`config.mk`:
```
export PLATFORM = sky130hd
export DESIGN_NAME = dpt_top
export DESIGN_NICKNAME = d
export VERILOG_FILES = /design/src/dpt_pkg.sv /design/src/dpt_tick_if.sv /design/src/dpt_tick_gen.sv /design/src/dpt_top.sv
export VERILOG_INCLUDE_DIRS = /design/src
export SDC_FILE = /design/constraint.sdc
export NUM_CORES = 1
export LEC_CHECK = 0
export ABC_AREA = 1
export BUFFER_PORTS_ARGS = -buffer_cell sky130_fd_sc_hd__buf_2
export CORE_MARGIN = 2
export CORE_UTILIZATION = 50
export CTS_CLUSTER_DIAMETER = 200
export DETAILED_ROUTE_END_ITERATION = 6
export PLACE_DENSITY = 0.72
export REMOVE_ABC_BUFFERS = 1
export SYNTH_ARGS = -nofsm -noshare
export SYNTH_HDL_FRONTEND = slang
export SYNTH_SLANG_ARGS = --single-unit
```
`constraint.sdc`:
```
create_clock -name clk_in -period 3.8 [get_ports clk_in]
set_clock_uncertainty 0.15 [all_clocks]
set_input_delay 0.38 -clock clk_in [delete_from_list [all_inputs] [get_ports clk_in]]
set_output_delay 0.38 -clock clk_in [all_outputs]
set_load 0.01 [all_outputs]
```
`src/dpt_params.svh`:
```
`ifndef DPT_PARAMS_SVH
`define DPT_PARAMS_SVH

// Register byte offsets on the APB bus
`define DPT_ADDR_W        8
`define DPT_MC0_OFF       8'h00
`define DPT_CS0_OFF       8'h04
`define DPT_CV0_OFF       8'h08
`define DPT_CC0_OFF       8'h0C
`define DPT_MC1_OFF       8'h10
`define DPT_CS1_OFF       8'h14
`define DPT_CV1_OFF       8'h18
`define DPT_CC1_OFF       8'h1C

// Mode control field positions
`define DPT_RUN_BIT       7
`define DPT_PWM_BIT       6
`define DPT_ZERO_BIT      5
`define DPT_CASC_BIT      4
`define DPT_PSET_HI_BIT   3
`define DPT_PSET_LO_BIT   2
`define DPT_TOG_BIT       1
`define DPT_OE_BIT        0
`define DPT_PSET_MASK     8'h0C

// Reset values and counter maximum
`define DPT_MC_RESET      8'h04
`define DPT_CS_RESET      3'h0
`define DPT_CNT_RESET     8'h00
`define DPT_CNT_MAX       8'hFF

// Clock select codes and prescaler masks (divide by mask + 1)
`define DPT_CS_FALL       3'h0
`define DPT_CS_RISE       3'h1
`define DPT_PRE_W         9
`define DPT_MASK_DIV4     9'h003
`define DPT_MASK_DIV8     9'h007
`define DPT_MASK_DIV16    9'h00F
`define DPT_MASK_DIV32    9'h01F
`define DPT_MASK_DIV128   9'h07F
`define DPT_MASK_DIV512   9'h1FF

`endif

```
`src/dpt_pkg.sv`:
```
`include "dpt_params.svh"

package dpt_pkg;

  typedef logic [7:0] dpt_byte_t;
  typedef logic [`DPT_PRE_W-1:0] dpt_pre_t;

  typedef enum logic [3:0] {
    DPT_REG_MC0,
    DPT_REG_CS0,
    DPT_REG_CV0,
    DPT_REG_CC0,
    DPT_REG_MC1,
    DPT_REG_CS1,
    DPT_REG_CV1,
    DPT_REG_CC1,
    DPT_REG_NONE
  } dpt_reg_e;

  function automatic dpt_pre_t dpt_div_mask(input logic [2:0] sel);
    case (sel)
      3'h2:    dpt_div_mask = `DPT_MASK_DIV4;
      3'h3:    dpt_div_mask = `DPT_MASK_DIV8;
      3'h4:    dpt_div_mask = `DPT_MASK_DIV16;
      3'h5:    dpt_div_mask = `DPT_MASK_DIV32;
      3'h6:    dpt_div_mask = `DPT_MASK_DIV128;
      default: dpt_div_mask = `DPT_MASK_DIV512;
    endcase
  endfunction : dpt_div_mask

endpackage : dpt_pkg

```
`src/dpt_tick_if.sv`:
```
`timescale 1ns/1ps

interface dpt_tick_if;
  logic       run;
  logic       hold;
  logic [2:0] sel;
  logic       pin;
  logic       tick;

  modport gen
  (
    input  run,
    input  hold,
    input  sel,
    input  pin,
    output tick
  );

  modport user
  (
    output run,
    output hold,
    output sel,
    output pin,
    input  tick
  );
endinterface : dpt_tick_if

```
`src/dpt_tick_gen.sv`:
```
`timescale 1ns/1ps
`include "dpt_params.svh"

module dpt_tick_gen
  import dpt_pkg::*;
(
  input  wire logic clk_in,
  input  wire logic rst_in,
  dpt_tick_if.gen   tk
);

  dpt_pre_t prescale;
  logic     pin_prev;
  logic     edge_pend;
  logic     edge_seen;
  logic     pin_mode;

  assign pin_mode = (tk.sel == `DPT_CS_FALL) || (tk.sel == `DPT_CS_RISE);

  always_comb
  begin
    case (tk.sel)
      `DPT_CS_FALL: edge_seen = pin_prev & ~tk.pin;
      `DPT_CS_RISE: edge_seen = ~pin_prev & tk.pin;
      default:      edge_seen = 1'b0;
    endcase
  end

  // Prescaler cleared while stopped, so start phase is aligned
  always_ff @(posedge clk_in or posedge rst_in)
  begin
    if (rst_in)
      prescale <= '0;
    else if (!tk.run)
      prescale <= '0;
    else if (!tk.hold)
      prescale <= prescale + 1'b1;
  end

  always_ff @(posedge clk_in or posedge rst_in)
  begin
    if (rst_in)
      pin_prev <= 1'b0;
    else
      pin_prev <= tk.pin;
  end

  // An edge during a counter read is kept, not lost
  always_ff @(posedge clk_in or posedge rst_in)
  begin
    if (rst_in)
      edge_pend <= 1'b0;
    else if (!tk.run)
      edge_pend <= 1'b0;
    else if (tk.hold && edge_seen)
      edge_pend <= 1'b1;
    else if (!tk.hold)
      edge_pend <= 1'b0;
  end

  always_comb
  begin
    if (!tk.run || tk.hold)
      tk.tick = 1'b0;
    else if (pin_mode)
      tk.tick = edge_seen | edge_pend;
    else
      tk.tick = (prescale & dpt_div_mask(tk.sel)) == dpt_div_mask(tk.sel);
  end

endmodule : dpt_tick_gen

```
`src/dpt_top.sv`:
```
// The placing of the registers and the APB slave port are this design's own decisions.
`timescale 1ns/1ps
`include "dpt_params.svh"

module dpt_top
  import dpt_pkg::*;
(
  input  wire  logic        clk_in,
  input  wire  logic        rst_in,
  input  wire  logic        psel_in,
  input  wire  logic        penable_in,
  input  wire  logic        pwrite_in,
  input  wire  logic [7:0]  paddr_in,
  input  wire  logic [31:0] pwdata_in,
  output logic       [31:0] prdata_out,
  output logic              pready_out,
  output logic              pslverr_out,
  input  wire  logic [1:0]  timer_pin_in,
  output logic       [1:0]  timer_pin_out,
  output logic       [1:0]  timer_pin_oe_n_out,
  output logic       [1:0]  match_interrupt_out
);

  function automatic dpt_reg_e dpt_decode(input logic [7:0] addr);
    case (addr)
      `DPT_MC0_OFF: dpt_decode = DPT_REG_MC0;
      `DPT_CS0_OFF: dpt_decode = DPT_REG_CS0;
      `DPT_CV0_OFF: dpt_decode = DPT_REG_CV0;
      `DPT_CC0_OFF: dpt_decode = DPT_REG_CC0;
      `DPT_MC1_OFF: dpt_decode = DPT_REG_MC1;
      `DPT_CS1_OFF: dpt_decode = DPT_REG_CS1;
      `DPT_CV1_OFF: dpt_decode = DPT_REG_CV1;
      `DPT_CC1_OFF: dpt_decode = DPT_REG_CC1;
      default:      dpt_decode = DPT_REG_NONE;
    endcase
  endfunction : dpt_decode

  dpt_byte_t   mode_control    [2];
  logic [2:0]  clock_select    [2];
  dpt_byte_t   compare_value   [2];
  dpt_byte_t   channel_counter [2];
  logic [1:0]  pwm_active;

  dpt_reg_e    sel_reg;
  logic        wr_en;
  logic        rd_req;
  logic [31:0] rd_mux;

  logic [1:0]  run;
  logic [1:0]  pwm;
  logic        cascade;
  logic [1:0]  tick;
  logic [1:0]  match;
  logic [1:0]  event_hit;
  logic [1:0]  preset_hi_wr;
  logic [1:0]  preset_lo_wr;
  logic [15:0] cnt16;
  logic [15:0] cmp16;
  logic [15:0] next_cnt16;
  logic        match16;
  logic        second_half_hit;
  dpt_byte_t   next_cnt [2];

  dpt_tick_if  tk0 ();
  dpt_tick_if  tk1 ();

  assign sel_reg = dpt_decode(paddr_in);
  assign wr_en   = psel_in & penable_in & pready_out & pwrite_in;
  assign rd_req  = psel_in & ~pwrite_in;

  always_comb
  begin
    for (int i = 0; i < 2; i++)
    begin
      run[i]      = mode_control[i][`DPT_RUN_BIT];
      pwm[i]      = mode_control[i][`DPT_PWM_BIT];
      match[i]    = channel_counter[i] == compare_value[i];
      next_cnt[i] = channel_counter[i] + 8'h01;
    end
    cascade = mode_control[1][`DPT_CASC_BIT];
  end

  // Count clocks; in cascade the second prescaler idles
  assign tk0.run  = run[0];
  assign tk0.sel  = clock_select[0];
  assign tk0.pin  = timer_pin_in[0];
  assign tk0.hold = (rd_req && sel_reg == DPT_REG_CC0)
                    || (cascade && rd_req && sel_reg == DPT_REG_CC1);
  assign tk1.run  = run[1] & ~cascade;
  assign tk1.sel  = clock_select[1];
  assign tk1.pin  = timer_pin_in[1];
  assign tk1.hold = rd_req && sel_reg == DPT_REG_CC1;
  assign tick[0]  = tk0.tick;
  assign tick[1]  = tk1.tick;

  dpt_tick_gen u_tick0
  (
    .clk_in (clk_in),
    .rst_in (rst_in),
    .tk     (tk0)
  );

  dpt_tick_gen u_tick1
  (
    .clk_in (clk_in),
    .rst_in (rst_in),
    .tk     (tk1)
  );

  // Cascaded view of both halves
  assign cnt16           = {channel_counter[1], channel_counter[0]};
  assign cmp16           = {compare_value[1], compare_value[0]};
  assign next_cnt16      = cnt16 + 16'h0001;
  assign match16         = cnt16 == cmp16;
  assign second_half_hit = (next_cnt16[15:8] == compare_value[1])
                           && (channel_counter[1] != compare_value[1]);

  always_comb
  begin
    if (cascade)
    begin
      event_hit[0] = run[0] & tick[0] & match16;
      event_hit[1] = run[0] & tick[0] & ~match16 & second_half_hit;
    end
    else
    begin
      for (int i = 0; i < 2; i++)
        event_hit[i] = run[i] & tick[i] & ~pwm[i] & match[i];
    end
  end

  always_comb
  begin
    for (int i = 0; i < 2; i++)
    begin
      preset_hi_wr[i] = 1'b0;
      preset_lo_wr[i] = 1'b0;
    end
    if (wr_en && (sel_reg == DPT_REG_MC0 || sel_reg == DPT_REG_MC1))
    begin
      for (int i = 0; i < 2; i++)
      begin
        if ((sel_reg == DPT_REG_MC1) == (i == 1))
        begin
          preset_hi_wr[i] = pwdata_in[`DPT_PSET_HI_BIT] & ~pwdata_in[`DPT_PSET_LO_BIT];
          preset_lo_wr[i] = ~pwdata_in[`DPT_PSET_HI_BIT] & pwdata_in[`DPT_PSET_LO_BIT];
        end
      end
    end
  end

  // Software register writes
  always_ff @(posedge clk_in or posedge rst_in)
  begin
    if (rst_in)
    begin
      for (int i = 0; i < 2; i++)
      begin
        mode_control[i]  <= `DPT_MC_RESET;
        clock_select[i]  <= `DPT_CS_RESET;
        compare_value[i] <= `DPT_CNT_RESET;
      end
    end
    else if (wr_en)
    begin
      case (sel_reg)
        DPT_REG_MC0:
        begin
          mode_control[0]                   <= pwdata_in[7:0];
          mode_control[0][`DPT_ZERO_BIT]    <= 1'b0;
          mode_control[0][`DPT_CASC_BIT]    <= 1'b0;
          mode_control[0][`DPT_PSET_HI_BIT] <= 1'b0;
          mode_control[0][`DPT_PSET_LO_BIT] <= 1'b0;
        end
        DPT_REG_MC1:
        begin
          mode_control[1]                   <= pwdata_in[7:0];
          mode_control[1][`DPT_ZERO_BIT]    <= 1'b0;
          mode_control[1][`DPT_PSET_HI_BIT] <= 1'b0;
          mode_control[1][`DPT_PSET_LO_BIT] <= 1'b0;
        end
        DPT_REG_CS0: clock_select[0]  <= pwdata_in[2:0];
        DPT_REG_CS1: clock_select[1]  <= pwdata_in[2:0];
        // Taken at once; a mid-count rewrite relies on software pacing
        DPT_REG_CV0: compare_value[0] <= pwdata_in[7:0];
        DPT_REG_CV1: compare_value[1] <= pwdata_in[7:0];
        default:
        begin
        end
      endcase
    end
  end

  // Counters; 8-bit wrap (16-bit wrap in cascade) covers a compare set below the count
  always_ff @(posedge clk_in or posedge rst_in)
  begin
    if (rst_in)
    begin
      for (int i = 0; i < 2; i++)
        channel_counter[i] <= `DPT_CNT_RESET;
    end
    else if (cascade)
    begin
      if (!run[0])
      begin
        channel_counter[0] <= `DPT_CNT_RESET;
        channel_counter[1] <= `DPT_CNT_RESET;
      end
      else if (tick[0])
      begin
        if (match16)
        begin
          channel_counter[0] <= `DPT_CNT_RESET;
          channel_counter[1] <= `DPT_CNT_RESET;
        end
        else
        begin
          channel_counter[0] <= next_cnt16[7:0];
          channel_counter[1] <= next_cnt16[15:8];
        end
      end
    end
    else
    begin
      for (int i = 0; i < 2; i++)
      begin
        if (!run[i])
          channel_counter[i] <= `DPT_CNT_RESET;
        else if (tick[i])
        begin
          if (!pwm[i] && match[i])
            channel_counter[i] <= `DPT_CNT_RESET;
          else
            channel_counter[i] <= next_cnt[i];
        end
      end
    end
  end

  // PWM active phase: overflow sets it, match clears it
  always_ff @(posedge clk_in or posedge rst_in)
  begin
    if (rst_in)
      pwm_active <= 2'b00;
    else
    begin
      for (int i = 0; i < 2; i++)
      begin
        if (!run[i] || !pwm[i] || (i == 1 && cascade))
          pwm_active[i] <= 1'b0;
        else if (tick[i])
        begin
          if (next_cnt[i] == compare_value[i])
            pwm_active[i] <= 1'b0;
          else if (channel_counter[i] == `DPT_CNT_MAX)
            pwm_active[i] <= 1'b1;
        end
      end
    end
  end

  // Timer output level; preset write wins over a hardware event
  always_ff @(posedge clk_in or posedge rst_in)
  begin
    if (rst_in)
      timer_pin_out <= 2'b00;
    else
    begin
      for (int i = 0; i < 2; i++)
      begin
        if (preset_hi_wr[i])
          timer_pin_out[i] <= 1'b1;
        else if (preset_lo_wr[i])
          timer_pin_out[i] <= 1'b0;
        else if (pwm[i] && !(i == 1 && cascade))
          timer_pin_out[i] <= pwm_active[i] ^ mode_control[i][`DPT_TOG_BIT];
        else if (event_hit[i] && mode_control[i][`DPT_TOG_BIT])
          timer_pin_out[i] <= ~timer_pin_out[i];
      end
    end
  end

  always_ff @(posedge clk_in or posedge rst_in)
  begin
    if (rst_in)
      timer_pin_oe_n_out <= 2'b11;
    else
    begin
      for (int i = 0; i < 2; i++)
        timer_pin_oe_n_out[i] <= ~mode_control[i][`DPT_OE_BIT];
    end
  end

  // One-clock pulse, one edge after detection
  always_ff @(posedge clk_in or posedge rst_in)
  begin
    if (rst_in)
      match_interrupt_out <= 2'b00;
    else
      match_interrupt_out <= event_hit;
  end

  always_comb
  begin
    case (sel_reg)
      DPT_REG_MC0: rd_mux = {24'h000000, mode_control[0] & ~`DPT_PSET_MASK};
      DPT_REG_MC1: rd_mux = {24'h000000, mode_control[1] & ~`DPT_PSET_MASK};
      DPT_REG_CS0: rd_mux = {29'h0000000, clock_select[0]};
      DPT_REG_CS1: rd_mux = {29'h0000000, clock_select[1]};
      DPT_REG_CV0: rd_mux = {24'h000000, compare_value[0]};
      DPT_REG_CV1: rd_mux = {24'h000000, compare_value[1]};
      DPT_REG_CC0: rd_mux = {24'h000000, channel_counter[0]};
      DPT_REG_CC1: rd_mux = {24'h000000, channel_counter[1]};
      default:     rd_mux = 32'h00000000;
    endcase
  end

  // One wait state; count clock is held for the whole of a counter read
  always_ff @(posedge clk_in or posedge rst_in)
  begin
    if (rst_in)
    begin
      pready_out  <= 1'b0;
      pslverr_out <= 1'b0;
      prdata_out  <= 32'h00000000;
    end
    else if (psel_in && penable_in && !pready_out)
    begin
      pready_out  <= 1'b1;
      pslverr_out <= sel_reg == DPT_REG_NONE;
      prdata_out  <= pwrite_in ? 32'h00000000 : rd_mux;
    end
    else
    begin
      pready_out  <= 1'b0;
      pslverr_out <= 1'b0;
    end
  end

endmodule : dpt_top

```
Word level (Yosys, flattened, before mapping)

Memories as Yosys holds them, arrays and structs flattened.
Index checks and enable logic that the tools add are counted.

Bits in registers: 113
Output and inout bits: 40
Bits in read-only memories: 128
Logic and storage cells: 218
Bits of input ports: 47
Memories: 1

Bitwise gates (word level): 41
Reduce and logical (&&, ||, !) cells: 50
Mux-type cells: 60
Equal/unequal tests: 38
Add/subtract/negate cells: 5

Memories:

| memory           | words | width | rd ports | clocked after Yosys merged registers in | wr ports | line          | RTL |
|---|---|---|---|---|---|---|---|
| (name not given) | 32    | 4     | 1        | 0                                       | 0        | dpt_top.sv:25 | `case (addr)` |

Operators with widths:

| kind                    | number |
|---|---|
| $pmux W9 S5             | 2 |
| $mux W9                 | 8 |
| $mux W16                | 4 |
| $pmux W8 S8             | 1 |
| $mux W8                 | 6 |
| $eq A8 B8 Y1            | 5 |
| $mux W1                 | 32 |
| $mux W32                | 1 |
| $and A1 B1 Y1           | 20 |
| $add A9 B1 Y9 const B   | 2 |
| $and A9 B9 Y9           | 2 |
| $eq A3 B3 Y1 const B    | 6 |
| $eq A9 B9 Y1            | 2 |
| $reduce_and A2 Y1       | 9 |
| $add A16 B1 Y16 const B | 1 |
| $add A8 B1 Y8 const B   | 2 |
| $eq A16 B16 Y1          | 1 |
| $eq A4 B3 Y1 const B    | 4 |
| $eq A8 B8 Y1 const B    | 2 |
| $logic_and A1 B1 Y1     | 15 |
| $not A1 Y1              | 15 |
| $eq A3 B2 Y1 const B    | 4 |
| $logic_not A3 Y1        | 3 |
| $logic_or A1 B1 Y1      | 9 |
| other kinds (19)        | 38 |

Logic depth before layout (Yosys ltp)

Depth after elaboration: 20
Mapped depth: 18
Gate-level depth less buffers: 18

By module

A second synthesis with hierarchy kept.

Cell total of the unflattened synthesis: 767
Area total of the unflattened synthesis: 5610.4 um2

By module, submodules not included:

| module       | sequential area each (um2) | area an instance (um2) | cells an instance | times used |
|---|---|---|---|---|
| dpt_top      | 1629.1                     | 4294.1                 | 601               | 1 |
| dpt_tick_gen | 275.3                      | 658.1                  | 83                | 2 |

Worst setup path after synthesis

OpenSTA, ideal clock, no wires.

Path type: reg2reg
Start point: reg channel_counter[9] in the netlist's numbering
End point: reg timer_pin_out[1]
Data required time: 3533 ps
Stages on the path, launching flop included: 17
Arrival: 1648 ps
Clock period less this slack: 1914 ps
Setup slack: 1886 ps
Path buffers: 0
Library setup time: 117 ps
Path through: dfrtp_1 ha_1 nand2_1 nor2_4 nand2_1 nand2_1 nand3_1 nand2_1 nand2_1 inv_1 nand2_1 nor2_1 nand2_1 nand2_2 nand2_1 nand3_1 nand2_1

Cells in the longest elaborated chain, start to end: 7
Elaborated cells between the ends (all ways): 10
Classes of those cells: add/sub (1); eq/ne (2); mux (1); bitwise (3); reduce/logical (3)

RTL lines:

| item                                                 | line                           | RTL |
|---|---|---|
| from (decl)                                          | dpt_top.sv:41                  | `dpt_byte_t channel_counter [2];` |
| from (signal, indexed assignment)                    | dpt_top.sv:200                 | `` channel_counter[i] <= `DPT_CNT_RESET; `` |
| from (signal, indexed assignment)                    | dpt_top.sv:228                 | `` channel_counter[i] <= `DPT_CNT_RESET; `` |
| from (signal, indexed assignment)                    | dpt_top.sv:232                 | `` channel_counter[i] <= `DPT_CNT_RESET; `` |
| $add A16 B1 Y16 or $eq A16 B16 Y1 (tied branches)    | dpt_top.sv:113, dpt_top.sv:114 |  |
| $eq A8 B8 Y1 or $not A1 Y1 (tied branches)           | dpt_top.sv:115, dpt_top.sv:123 |  |
| $logic_and A1 B1 Y1 or $and A1 B1 Y1 (tied branches) | dpt_top.sv:116, dpt_top.sv:123 |  |
| $and A1 B1 Y1 (*)                                    | dpt_top.sv:123                 | `event_hit[1] = run[0] & tick[0] & ~match16 & second_half_hit;` |
| $mux W2 (*)                                          | dpt_top.sv:120                 | `if (cascade)` |
| via event_hit[1]                                     | dpt_top.sv:54                  | `logic [1:0] event_hit;` |
| $logic_and A1 B1 Y1 (*)                              | dpt_top.sv:277                 | `` else if (event_hit[i] && mode_control[i][`DPT_TOG_BIT]) `` |
| $reduce_bool A4 Y1 (no line) (*)                     | --                             |  |
| to (signal, indexed assignment)                      | dpt_top.sv:276                 | `` timer_pin_out[i] <= pwm_active[i] ^ mode_control[i][`DPT_TOG_BIT]; `` |
| to (signal, indexed assignment)                      | dpt_top.sv:278                 | `timer_pin_out[i] <= ~timer_pin_out[i];` |
| to (decl)                                            | dpt_top.sv:19                  | `output logic [1:0] timer_pin_out,` |

Mark *: on every way through the listed nets, which the timed path passes. The rest lies on a longest branch.
A chain may end at the register's enable or synchronous reset.

Final worst setup path

Same ends and word-level chain as after synthesis.

==> results.tsv <==
metric	value	unit
status	complete, no violations	
critPathRequiredTime	3930	ps
grt_pass1_vias	4770	
seqPwrFrac	0.526	
holdWs	122	ps
die_h	109	um
r2r-end	timer_pin_out[1]	
max_freq	411	MHz
hold_viol_final	0	
routed_wl	14800	um
final.setup.tns	0	ps
io-pin-count	87	
holdPathEnd	cmp16[13]	
post-cts-setup-buffer-count	0	
drc	0	
viasPerCell	5.55	
numCtsBuffers	9	
synth_top_family_by_area	simple AND/OR/NAND/NOR gates	
finalNetCount	847	
initial_utilization	0.511	
switchingPower	443	uW
grt_pass1_wl	23900	um
post_cts_resized	0	
cp_slowest_stage_delay	440	ps
reg2regPathDepth	16	
h-tree-depth	3	
period_needed	2440	ps
cts_root_buffer	clkbuf_8	
final_cell_mix	nand2_1, inv_1, dfrtp_1	
rrSetupSlack	1360	ps
synthXorXnorAreaFrac	0.0475	
rsz0062_at_grt	false	
maxSlewViolCount	0	
cts_tree	done	
num_vias	5223	
route.detailed.wl_per_inst	15.7	um
synth_fa_ha_area_frac	0.00904	
cp-start-kind	register	
ys_ff_latch	87	
first_pass_iters	5	
gp_congestion	0.987	
critPathArrivalTime	2560	ps
syn_area	0.00554	mm2
ir_drop	0.000219	V
yosys.area_share.simple	0.275	
grt_overflow	0	
diodes	0	
max-clock-path-buffers	2	
grt_usage	0.263	
min_path_type	in -> reg	
worst_pin_slew	610	ps
p_clk_frac	0.420	
synth_cell_types	48	
chipWidth	109	um
crit_top_cell	nand2_1	
yosysSeqAreaShare	0.394	
drtAntennaViolNets	0	
yosys_warnings	0	
grt_start_max_net_pins	40	
final_common_cell	nand2_1	
whs_path_depth	3	
criticalPathCategory	reg -> reg	
pwr-share-comb	0.054	
drt_iter0_markers	511	
setup_viol	0	
powerDensity	296	mW/mm2
antenna_found_initial	0	
crit_slowest_cell	dfrtp_1	
r2r_start	channel_counter[9]	
cellLeakagePower	2.80	nW
path_cells	ha_1 -> nand2_1 -> nor2_4 -> nand2_1 -> nand2_1 -> nand3_1 -> nand2_1 -> nand2_1 -> inv_1 -> nand2_1 -> nor2_1 -> nand2_1 -> nand2_2 -> nand2_1 -> nand3_1 -> nand2_1	
p_int	1.34	mW
sw_frac_of_total	0.249	
hpwlAfterDp	11400	um
clkTransAtPathRegs	100	ps
synthCells	754	
portBuffers	38	
clk-insertion-delay-late	370	ps
num_rows	38	
place_area	0.00576	mm2
fin_area	0.00601	mm2
core	0.0108	mm2
drive_gt1_frac	0.125	
cp_max_fo	8	
synth.area.mux_share	0	
syn_avg_cell_area	7.34	um2
fin_crit_sh	0.641	
cp-end-kind	register	
relSlewSlack	0.592	
maxCapViolations	0	
syn_to_final_growth	8.61	%
die_area	0.0119	mm2
fin_util	0.555	
hold_start	pwdata_in[5]	
cts.sinks	87	
synth_compound_area_frac	0.155	
total_power	1.78	mW
==> cell usage after synthesis, drive strengths merged <==
| library cell | instances | area [um2] |
|---|---|---|
| a211oi | 4 | 30.0 |
| a21o | 1 | 7.51 |
| a21oi | 31 | 174 |
| a221oi | 4 | 35.0 |
| a31o | 1 | 8.76 |
| a31oi | 2 | 12.5 |
| and3 | 1 | 6.26 |
| buf | 33 | 240 |
| clkbuf | 2 | 8.75 |
| clkinv | 1 | 3.75 |
| conb | 1 | 3.75 |
| dfrtp | 85 | 2130 |
| dfstp | 2 | 52.6 |
| ha | 4 | 50.1 |
| inv | 107 | 404 |
| nand2 | 209 | 835 |
| nand3 | 32 | 170 |
| nand3b | 2 | 15.0 |
| nand4 | 11 | 68.8 |
| nor2 | 66 | 307 |
| nor3 | 17 | 96.4 |
| nor4 | 3 | 18.8 |
| o211ai | 3 | 22.5 |
| o21ai | 69 | 360 |
| o21bai | 2 | 15.0 |
| o221a | 1 | 11.3 |
| o22ai | 27 | 169 |
| o31ai | 2 | 15.0 |
| or2 | 1 | 6.26 |
| xnor2 | 11 | 96.3 |
| xor2 | 19 | 166 |
==> kinds of logic (layout without fill, tap and decap cells) <==
logic type / count (synthesis) / count (layout)
compound gates: 147 / 147
xor+xnor: 30 / 30
fa+ha+maj: 4 / 4
buf+inv: 143 / 167
flops: 87 / 87
other cells: 1 / 24
simple gates: 342 / 342
==> worst max-delay path by stage <==
stage,start,end,cells past startpoint
floorplan,rst_in,cascade,1
global placement,paddr_in[6],timer_pin_out[1],13
detailed placement,paddr_in[0],timer_pin_out[1],13
CTS,channel_counter[9],timer_pin_out[1],16
global route,channel_counter[9],timer_pin_out[1],16
finish,channel_counter[9],timer_pin_out[1],16
==> through the flow <==
step,setup WS (ps),std cells
6_report,1360,941
5_1_grt,1130,941
4_1_cts,1390,941
3_5_place_dp,1380,922
3_3_place_gp,1440,922
2_1_floorplan,1020,742
==> per-layer routing <==
metal | track usage | up-vias | wire length (um)
met1 | 0.371 | 2498 | 6690
met3 | 0.0347 | 23 | 1100
met2 | 0.419 | 219 | 6740
met5 | 0 | - | 0
li1 | - | 2483 | -
met4 | 0.0895 | 0 | 292
==> critical path, delay by kind of cell (launching register included) <==
family / cells / cell delay, ps
adder cells (fa/ha/maj): 1 / 250
buffers and inverters: 1 / 50
flip-flops: 1 / 440
AND/OR/NAND/NOR: 14 / 1440
==> cell type report <==
| type | count | area [um2] |
|---|---|---|
| Clock buffer | 9 | 124 |
| Multi-Input combinational cell | 547 | 2790 |
| Sequential cell | 87 | 2180 |
| Fill cell | 1051 | 4830 |
| Timing Repair Buffer | 43 | 235 |
| Clock inverter | 7 | 104 |
| Inverter | 108 | 409 |
| Tap cell | 140 | 175 |
==> power by group through the flow <==
| stage | clock, mW | sequential [mW] | combinational (mW) |
|---|---|---|---|
| global placement | 0 | 0.954 | 0.0920 |
| detailed placement | 0 | 0.954 | 0.0941 |
| finish | 0.746 | 0.936 | 0.0966 |
| floorplan | 0 | 0.954 | 0.0556 |
| global route | 0.799 | 0.937 | 0.110 |
| CTS | 0.762 | 0.936 | 0.0967 |
==> what timing repair did <==
item / 4_1_cts / 5_1_grt
hold buffers: 3 / 0
endpoints found under the setup margin: 0 / 0
endpoints found under the hold margin: 20 / 0
Note: power is estimated with default switching activity, not from simulation.
